==> src/rtl/amps_pkg.sv <==
// constants shared by the memory port slave and the master-side end
// assumes one clock domain and a single transfer in flight at a time
package amps_pkg;
    // ------------------------------------------------------------
    // bus widths
    // ------------------------------------------------------------
    localparam int ADDR_W = 29;
    localparam int DATA_W = 64;
    localparam int BANK_N = 8;
    localparam int PORT_MAX = 9;
    localparam int WIDE_LO = 3;
    localparam int WIDE_HI = 6;
    // ------------------------------------------------------------
    // transfer encodings
    // ------------------------------------------------------------
    localparam logic [1:0] TRANS_IDLE = 2'h0;
    localparam logic [1:0] TRANS_BUSY = 2'h1;
    localparam logic [1:0] TRANS_NSEQ = 2'h2;
    localparam logic [1:0] TRANS_SEQ = 2'h3;
    localparam logic [2:0] SIZE_DWORD = 3'h3;
    localparam logic [2:0] SIZE_WORD = 3'h2;
    localparam logic [2:0] BURST_INCR = 3'h1;
    localparam logic [2:0] BURST_INCR4 = 3'h3;
    localparam logic [2:0] RESP_OKAY = 3'h0;
    localparam logic [2:0] RESP_ERROR = 3'h1;
    localparam int RESP_EXCL_BIT = 2;
    // ------------------------------------------------------------
    // timing
    // ------------------------------------------------------------
    localparam int CLK_NS = 50;
    localparam int ACCESS_NS = 100;
    localparam int ACCESS_CYC = (ACCESS_NS + CLK_NS - 1) / CLK_NS;
    localparam logic [3:0] ACCESS_CNT = 4'(ACCESS_CYC);
endpackage : amps_pkg

==> src/rtl/amps_if.sv <==
// interface joining the master layer and the memory port slave
// assumes both ends run on i_ref_clk
interface amps_if;
    import amps_pkg::*;
    logic [ADDR_W-1:0] addr;
    logic [1:0] trans;
    logic write;
    logic [2:0] size;
    logic [2:0] burst;
    logic excl;
    logic unaligned_transfer_flag;
    logic [BANK_N-1:0] bank_select;
    logic memory_global_select;
    logic ready_in;
    logic [DATA_W-1:0] wdata;
    logic [DATA_W-1:0] rdata;
    logic ready_out;
    logic [2:0] resp;
    modport slave (
        input addr, trans, write, size, burst, excl,
        input unaligned_transfer_flag, bank_select, memory_global_select,
        input ready_in, wdata,
        output rdata, ready_out, resp
    );
    modport master (
        output addr, trans, write, size, burst, excl,
        output unaligned_transfer_flag, bank_select, memory_global_select,
        output ready_in, wdata,
        input rdata, ready_out, resp
    );
endinterface : amps_if

==> src/rtl/amps_slave.sv <==
// memory port slave: decode, check, wait states, response
// assumes master end drives the interface synchronously to i_ref_clk
module amps_slave #(
    parameter int PORT_NUM = 0,
    parameter bit WIDE = 1'b0
) (
    input wire logic i_ref_clk,
    input wire logic i_rst_b,
    amps_if.slave bus,
    input wire logic i_controller_enable_bit,
    input wire logic i_low_power_bit,
    input wire logic [amps_pkg::BANK_N-1:0] i_bank_write_protect,
    output logic o_mem_req,
    output logic o_mem_write,
    output logic [amps_pkg::ADDR_W-1:0] o_mem_addr,
    output logic [2:0] o_mem_size,
    output logic [amps_pkg::DATA_W-1:0] o_mem_wdata,
    output logic [3:0] o_burst_beats,
    input wire logic [amps_pkg::DATA_W-1:0] i_mem_rdata
);
    import amps_pkg::*;

    typedef enum logic [1:0] {S_IDLE, S_ACCESS, S_ERR1, S_ERR2} amps_state_type;
    amps_state_type state;
    logic [3:0] wait_cnt;
    logic [2:0] burst_q;
    logic excl_q;
    logic take;
    logic size_bad;
    logic prot_bad;
    logic off_bad;
    logic [2:0] eff_burst;

    // a new nonseq or seq transfer is taken while bus is ready
    assign take = bus.memory_global_select && bus.trans[1] &&
                  bus.ready_in && state == S_IDLE;
    assign size_bad = (bus.size > SIZE_DWORD) ||
                      (!WIDE && bus.size > SIZE_WORD) ||
                      (WIDE && (PORT_NUM < WIDE_LO || PORT_NUM > WIDE_HI) &&
                       bus.size > SIZE_WORD);
    assign prot_bad = bus.write &&
                      |(bus.bank_select & i_bank_write_protect);
    assign off_bad = !i_controller_enable_bit || i_low_power_bit;
    // undefined incrementing burst treated as four beats
    assign eff_burst = (bus.burst == BURST_INCR) ? BURST_INCR4 :
                       bus.burst;

    // state sequencing
    always_ff @(posedge i_ref_clk or negedge i_rst_b)
        if (!i_rst_b)
            state <= S_IDLE;
        else
            case (state)
                S_IDLE:
                    if (take)
                        state <= (size_bad || prot_bad || off_bad) ?
                                 S_ERR1 : S_ACCESS;
                S_ACCESS:
                    if (wait_cnt == 4'h1)
                        state <= S_IDLE;
                S_ERR1: state <= S_ERR2;
                S_ERR2: state <= S_IDLE;
                default: state <= S_IDLE;
            endcase

    // wait state counter for the memory access
    always_ff @(posedge i_ref_clk or negedge i_rst_b)
        if (!i_rst_b)
            wait_cnt <= 4'h0;
        else if (take)
            wait_cnt <= ACCESS_CNT;
        else if (wait_cnt != 4'h0)
            wait_cnt <= wait_cnt - 4'h1;

    // capture address phase
    always_ff @(posedge i_ref_clk or negedge i_rst_b)
        if (!i_rst_b)
        begin
            o_mem_addr <= '0;
            o_mem_size <= 3'h0;
            o_mem_write <= 1'b0;
            burst_q <= 3'h0;
            excl_q <= 1'b0;
        end
        else if (take)
        begin
            o_mem_addr <= bus.addr;
            o_mem_size <= bus.size;
            o_mem_write <= bus.write;
            burst_q <= eff_burst;
            excl_q <= bus.excl && bus.write;
        end

    // burst length in beats
    always_comb
        case (burst_q)
            3'h2, 3'h3: o_burst_beats = 4'h4;
            3'h4, 3'h5: o_burst_beats = 4'h8;
            3'h6, 3'h7: o_burst_beats = 4'hf; // fifteen beats, the largest value of the 4-bit field
            default: o_burst_beats = 4'h1;
        endcase

    assign o_mem_req = (state == S_ACCESS);

    // write data sampled in the data phase, low half on narrow port
    always_ff @(posedge i_ref_clk or negedge i_rst_b)
        if (!i_rst_b)
            o_mem_wdata <= '0;
        else if (state == S_ACCESS && o_mem_write)
            o_mem_wdata <= WIDE ? bus.wdata :
                           {32'h0, bus.wdata[31:0]};

    // read data, narrow port drives only low half
    always_ff @(posedge i_ref_clk or negedge i_rst_b)
        if (!i_rst_b)
            bus.rdata <= '0;
        else if (state == S_ACCESS && wait_cnt == 4'h1 && !o_mem_write)
            bus.rdata <= WIDE ? i_mem_rdata :
                         {32'h0, i_mem_rdata[31:0]};

    // ready low while the access or first error cycle is pending
    assign bus.ready_out = !(state == S_ACCESS ||
                             state == S_ERR1);

    // response: error for two cycles, exclusive ack, bit one zero
    always_comb
    begin
        bus.resp = RESP_OKAY;
        if (state == S_ERR1 || state == S_ERR2)
            bus.resp = RESP_ERROR;
        else if (state == S_ACCESS && excl_q)
            bus.resp[RESP_EXCL_BIT] = 1'b1;
    end
endmodule : amps_slave

==> src/flat_wrapper.sv <==
// flat-port wrapper written by rule: the top's interface ports become plain ports
module amps_slave_flat import amps_pkg::*;
#(
    parameter int PORT_NUM = 0,
    parameter bit WIDE = 1'b0
)
  (i_ref_clk, i_rst_b, i_controller_enable_bit, i_low_power_bit, i_bank_write_protect, o_mem_req, o_mem_write, o_mem_addr, o_mem_size, o_mem_wdata, o_burst_beats, i_mem_rdata, bus_addr, bus_trans, bus_write, bus_size, bus_burst, bus_excl, bus_unaligned_transfer_flag, bus_bank_select, bus_memory_global_select, bus_ready_in, bus_wdata, bus_rdata, bus_ready_out, bus_resp);
  amps_if bus_i ();
  input wire logic i_ref_clk;
  input wire logic i_rst_b;
  input wire logic i_controller_enable_bit;
  input wire logic i_low_power_bit;
  input wire logic [amps_pkg::BANK_N-1:0] i_bank_write_protect;
  output logic o_mem_req;
  output logic o_mem_write;
  output logic [amps_pkg::ADDR_W-1:0] o_mem_addr;
  output logic [2:0] o_mem_size;
  output logic [amps_pkg::DATA_W-1:0] o_mem_wdata;
  output logic [3:0] o_burst_beats;
  input wire logic [amps_pkg::DATA_W-1:0] i_mem_rdata;
  input wire logic [$bits(bus_i.addr)-1:0] bus_addr;
  input wire logic [$bits(bus_i.trans)-1:0] bus_trans;
  input wire logic [$bits(bus_i.write)-1:0] bus_write;
  input wire logic [$bits(bus_i.size)-1:0] bus_size;
  input wire logic [$bits(bus_i.burst)-1:0] bus_burst;
  input wire logic [$bits(bus_i.excl)-1:0] bus_excl;
  input wire logic [$bits(bus_i.unaligned_transfer_flag)-1:0] bus_unaligned_transfer_flag;
  input wire logic [$bits(bus_i.bank_select)-1:0] bus_bank_select;
  input wire logic [$bits(bus_i.memory_global_select)-1:0] bus_memory_global_select;
  input wire logic [$bits(bus_i.ready_in)-1:0] bus_ready_in;
  input wire logic [$bits(bus_i.wdata)-1:0] bus_wdata;
  output wire logic [$bits(bus_i.rdata)-1:0] bus_rdata;
  output wire logic [$bits(bus_i.ready_out)-1:0] bus_ready_out;
  output wire logic [$bits(bus_i.resp)-1:0] bus_resp;
  assign bus_i.addr = bus_addr;
  assign bus_i.trans = bus_trans;
  assign bus_i.write = bus_write;
  assign bus_i.size = bus_size;
  assign bus_i.burst = bus_burst;
  assign bus_i.excl = bus_excl;
  assign bus_i.unaligned_transfer_flag = bus_unaligned_transfer_flag;
  assign bus_i.bank_select = bus_bank_select;
  assign bus_i.memory_global_select = bus_memory_global_select;
  assign bus_i.ready_in = bus_ready_in;
  assign bus_i.wdata = bus_wdata;
  assign bus_rdata = bus_i.rdata;
  assign bus_ready_out = bus_i.ready_out;
  assign bus_resp = bus_i.resp;
  amps_slave #(.PORT_NUM(PORT_NUM), .WIDE(WIDE)) u_core (.i_ref_clk(i_ref_clk), .i_rst_b(i_rst_b), .bus(bus_i), .i_controller_enable_bit(i_controller_enable_bit), .i_low_power_bit(i_low_power_bit), .i_bank_write_protect(i_bank_write_protect), .o_mem_req(o_mem_req), .o_mem_write(o_mem_write), .o_mem_addr(o_mem_addr), .o_mem_size(o_mem_size), .o_mem_wdata(o_mem_wdata), .o_burst_beats(o_burst_beats), .i_mem_rdata(i_mem_rdata));
endmodule
==> config.mk <==
export PLATFORM = sky130hd
export DESIGN_NAME = amps_slave_flat
export DESIGN_NICKNAME = d
export VERILOG_FILES = /design/src/rtl/amps_pkg.sv /design/src/rtl/amps_if.sv /design/src/rtl/amps_slave.sv /design/src/flat_wrapper.sv
export SDC_FILE = /design/constraint.sdc
export NUM_CORES = 1
export LEC_CHECK = 0
export ABC_CLOCK_PERIOD_IN_PS = 2100
export BUFFER_PORTS_ARGS = -buffer_cell sky130_fd_sc_hd__buf_2
export CORE_MARGIN = 2
export CORE_UTILIZATION = 25
export DETAILED_ROUTE_END_ITERATION = 10
export PLACE_DENSITY_LB_ADDON = 0.08
export SLEW_MARGIN = 0
export SYNTH_ARGS = -nofsm -noshare
export SYNTH_HDL_FRONTEND = slang
export SYNTH_SLANG_ARGS = --single-unit
==> constraint.sdc <==
create_clock -name i_ref_clk -period 2.1 [get_ports i_ref_clk]
set_input_delay 0.21 -clock i_ref_clk [delete_from_list [all_inputs] [get_ports i_ref_clk]]
set_output_delay 0.21 -clock i_ref_clk [all_outputs]
set_load 0.02 [all_outputs]
After elaboration in Yosys (flattened, before gate mapping) --
Cells that the tools add are included.
Storage, ports and cells: register bits after elaboration 107, latch bits 0, bits in writable memories 0, bits in read-only memories 0, output and inout bits 170, word-level logic and storage cells 63, memories 0
Cells by class: add/subtract/negate cells 1, multipliers 0, divide/modulo/power cells 0, magnitude comparators 2, equal/unequal tests 13, shift operators 0, mux-type cells 11, bitwise gates (word level) 1, reductions and logical operators 26
Operators by type and width (count):
- equality test 3 bit (second input constant) | 4
- case mux 4 bit (3 select lines) | 1
- logical AND 1 bit | 9
- AND 8 bit | 1
- 2-to-1 mux 4 bit | 2
- case mux 2 bit (4 select lines) | 1
- OR reduction 8 bit | 1
- equality test 3 x 2 -> 1 bit (second input constant) | 2
- > comparator 3 x 2 -> 1 bit (second input constant) | 2
- logical OR 1 bit | 6
- 2-to-1 mux 2 bit | 3
- OR reduction 2 bit | 3
- equality test 2 bit (second input constant) | 2
- equality test 4 x 1 -> 1 bit (second input constant) | 1
- inequality test 2 x 1 -> 1 bit (second input constant) | 2
- nonzero test 4 bit | 1
- subtractor 4 x 1 -> 4 bit (second input constant) | 1
- equality test 3 x 1 -> 1 bit (second input constant) | 1
- zero test 1 bit | 3
- 2-to-1 mux 1 bit | 3
- 2-to-1 mux 3 bit | 1
- equality test 2 x 1 -> 1 bit (second input constant) | 1
- zero test 2 bit | 1
- AND reduction 2 bit | 1
- nonzero test 2 bit | 1

Longest topological paths before layout --
depth after elaboration 8, mapped depth 7

Least setup slack after synthesis --
Ideal clock, no wire load.
path kind register to register, from register u_core.wait_cnt[1], to register u_core.bus.rdata[0], library setup time 125 ps, data arrival time 1830 ps, path slack 145 ps, stages on the path, launching flop included 8, path buffers 2, period minus slack after synthesis 1955 ps, cells stage by stage dfrtp_1 -> inv_1 -> ha_1 -> or3b_1 -> or3b_1 -> buf_6 -> buf_12 -> mux2_4
On the way: longest elaborated chain between the ends 3
RTL lines:
- start: declaration | RTL line amps_slave.sv:25 | logic [3:0] wait_cnt;
- start signal: assignment | RTL line amps_slave.sv:73 | wait_cnt <= wait_cnt - 4'h1;
- equality test 4 x 1 -> 1 bit | RTL line amps_slave.sv:117 | else if (state == S_ACCESS && wait_cnt == 4'h1 && !o_mem_write)
- logical AND 1 bit (2 in series) | RTL line amps_slave.sv:117
- end signal: assignment | RTL line amps_slave.sv:118 | bus.rdata <= WIDE ? i_mem_rdata :
- end: declaration | RTL line amps_if.sv:23 | output rdata, ready_out, resp
No other way between the ends. A chain may end at the register's enable or synchronous reset.

Worst setup path after layout --
from register u_core.wait_cnt[1], to register u_core.bus.rdata[4]
Same word-level chain as after synthesis.

==> reports/results.tsv <==
metric	value	unit
cp_cell_sequence	inv_1 -> ha_1 -> or3b_1 -> or3b_4 -> buf_12 -> mux2_4	
synth.distinct_cells	28	
die_x	143	um
vdd_drop_max	0.000422	V
rsz0062_at_grt	no	
io_pins	360	
yosysSeqAreaShare	54.8	%
timing.final.crit_share	96.6	%
cts_tree	built	
clockBufferDepth	2	
clk_pin_slew	80	ps
cp_max_fo	16	
place_ws	-5.46	ps
start_util	25.7	%
synthesis.area	4840	um^2
ant_nets	0	
finalNetCount	842	
cts_buffers	9	
vias_per_cell	3.83	
vias	3488	
drt_iter0_markers	126	
worstPathArrival	2260	ps
drv_cap	0	
clockRootBuffer	clkbuf_16	
r2r_cells	6	
hold_path_class	in2reg	
ys_ff_latch	106	
fin_area	6420	um^2
dieArea	20500	um^2
hold_depth	3	
wl	12.1	mm
avgSynthCellArea	11.8	um^2
synth.area.top_cells	dfrtp_1 55%, buf_4 10%, mux2_4 9.3%	
row_count	50	
fillers	1962	
p_per_area	1530	nW/um^2
syn_inst	411	
wl_per_cell	13.3	um
fmax	493	MHz
grt_pass1_wl	18.2	mm
grt_usage	11.5	%
fin_cells	910	
cts.sinks	106	
status	finished clean	
dp_hpwl	8.92	mm
fin_crit	2030	ps
setup-violations-final	0	
placed_cells	892	
grt_max_degree	41	
hold_ws	37.5	ps
path_class	reg2reg	
area_delta_synth_final	32.5	%
post-route-util	34.1	%
worst_ep_required_time	2330	ps
place_congestion	0.679	
dr.pass1.iters	4	
drc	0	
dpl_cell_area	6090	um^2
antenna_found_initial	0	
grt_pass1_vias	3526	
yosysTopAreaCellShare	54.8	%
port_buffers	228	
slowest_delay	450	ps
final_max_slew_viol_count	0	
dieHeight	143	um
fin_skew	10.8	ps
h-tree-depth	3	
insertion_delay	360	ps
grt-ovfl-total	0	
synth_top_cell_by_area	dfrtp_1	
critPathCaptureType	flop	
p_leak	3.53	nW
timing.final.ws_setup	71.0	ps
cpMaxStageDelayCell	or3b_4	
core_area	18800	um^2
drive_gt1_share	49.8	%
cp-start-kind	flop	
diodes	0	
yosys_warnings	0	
hold_viol	0	
[registers in the layout (all words and copies together) (netlist names)]
register            count
u_core.burst_q          2
u_core.bus.rdata       32
u_core.excl_q           1
u_core.o_mem_addr      29
u_core.o_mem_size       3
u_core.o_mem_wdata     32
u_core.o_mem_write      1
u_core.state            2
u_core.wait_cnt         4
[what timing repair did]
action                     in CTS  in global routing
buffers inserted                0                  0
gates cloned                    1                  0
resized for setup               2                  0
hold endpoints to repair       22                  0
setup endpoints to repair      16                  5
pin swaps                       1                  1
hold buffers                    1                  0
[metrics by stage]
stage / power (mW) / setup TNS (ps)
2_1_floorplan: 6.66 / 0
3_3_place_gp: 8.16 / 0
3_5_place_dp: 8.22 / -15.3
4_1_cts: 9.97 / 0
5_1_grt: 10.5 / 0
6_report: 9.79 / 0
[per-layer routing]
layer  GRT usage, %  vias to the layer above  share of wire [%]
li1               -                     1669                  -
met5              0                        -                  0
met2           18.7                      183                 47
met3           3.62                       12                9.8
met4           5.16                        0                1.8
met1           14.0                     1624                 42
[final timing paths]
check | startpoint | slack [ps] | end
max | u_core.wait_cnt[1] | 70 | u_core.bus.rdata[4]
min | bus_addr[5] | 40 | u_core.o_mem_addr[5]
max reg2reg | u_core.wait_cnt[1] | 70 | u_core.bus.rdata[4]
min reg2reg | u_core.o_mem_addr[22] | 470 | u_core.o_mem_addr[22]
max in group asynchronous | i_rst_b | 1160 | u_core.o_mem_addr[14]
min in group asynchronous | i_rst_b | 300 | u_core.o_mem_wdata[10]
[synth_stat cells (all sizes together)]
| cell | instances |
|---|---|
| clkbuf | 9 |
| nand2 | 108 |
| xnor2 | 2 |
| mux2 | 65 |
| a21oi | 3 |
| inv | 8 |
| nor2 | 6 |
| a22oi | 5 |
| or3 | 1 |
| nand3 | 1 |
| dfrtp | 106 |
| or2 | 1 |
| o22a | 1 |
| conb | 1 |
| o22ai | 1 |
| or3b | 2 |
| o21ai | 5 |
| buf | 72 |
| nand4 | 3 |
| ha | 7 |
| and2 | 1 |
| o211ai | 1 |
| nor3 | 1 |
| nor3b | 1 |
[cells by family after synthesis]
| kind of cell | after synthesis | share of synthesized area, % |
|---|---|---|
| simple gates | 125 | 10.4 |
| flops | 106 | 54.8 |
| buf+inv | 89 | 13.1 |
| mux | 65 | 17.4 |
| compound gates | 16 | 2.07 |
| fa+ha+maj | 7 | 1.81 |
| xor+xnor | 2 | 0.362 |
| other cells | 1 | 0.0774 |
[placed cells by master, fill, tap and decap left out, types with 2 or more instances in the layout]
cell / synthesis / routed
a21oi_1: 3 / 3
a22oi_1: 5 / 5
buf_12: 3 / 5
buf_2: 0 / 227
buf_4: 65 / 6
clkbuf_16: 0 / 9
clkbuf_8: 0 / 2
clkinv_2: 0 / 2
conb_1: 1 / 65
dfrtp_1: 106 / 106
ha_1: 7 / 7
inv_1: 8 / 8
inv_6: 0 / 2
mux2_2: 35 / 35
mux2_4: 30 / 30
nand2_1: 108 / 108
nand4_1: 3 / 3
nor2_1: 6 / 5
o21ai_0: 5 / 5
xnor2_1: 2 / 2
[report_power, final]
part,internal (mW),switching (mW),leakage (nW)
registers,3.05,0.503,1.27
clock network,0.877,0.784,0.146
logic,1.93,2.65,2.11
[layout make-up]
cell class / count / area [um^2] / share of cell area, %
clock buffer: 11 / 253 / 3.94
clock inverter: 5 / 36.3 / 0.566
inverter: 8 / 30.0 / 0.468
multi-input combinational: 280 / 1800 / 28.1
sequential: 106 / 2650 / 41.3
tap: 260 / 325 / 5.07
timing repair buffer: 240 / 1320 / 20.6
[critical path, delay by kind of cell (launching register included)]
kind / cells / cell delay (ps)
simple gates: 2 / 820
flops: 1 / 380
mux: 1 / 300
buf+inv: 2 / 270
fa+ha+maj: 1 / 130
No activity file was read; power rests on OpenSTA's default activity.
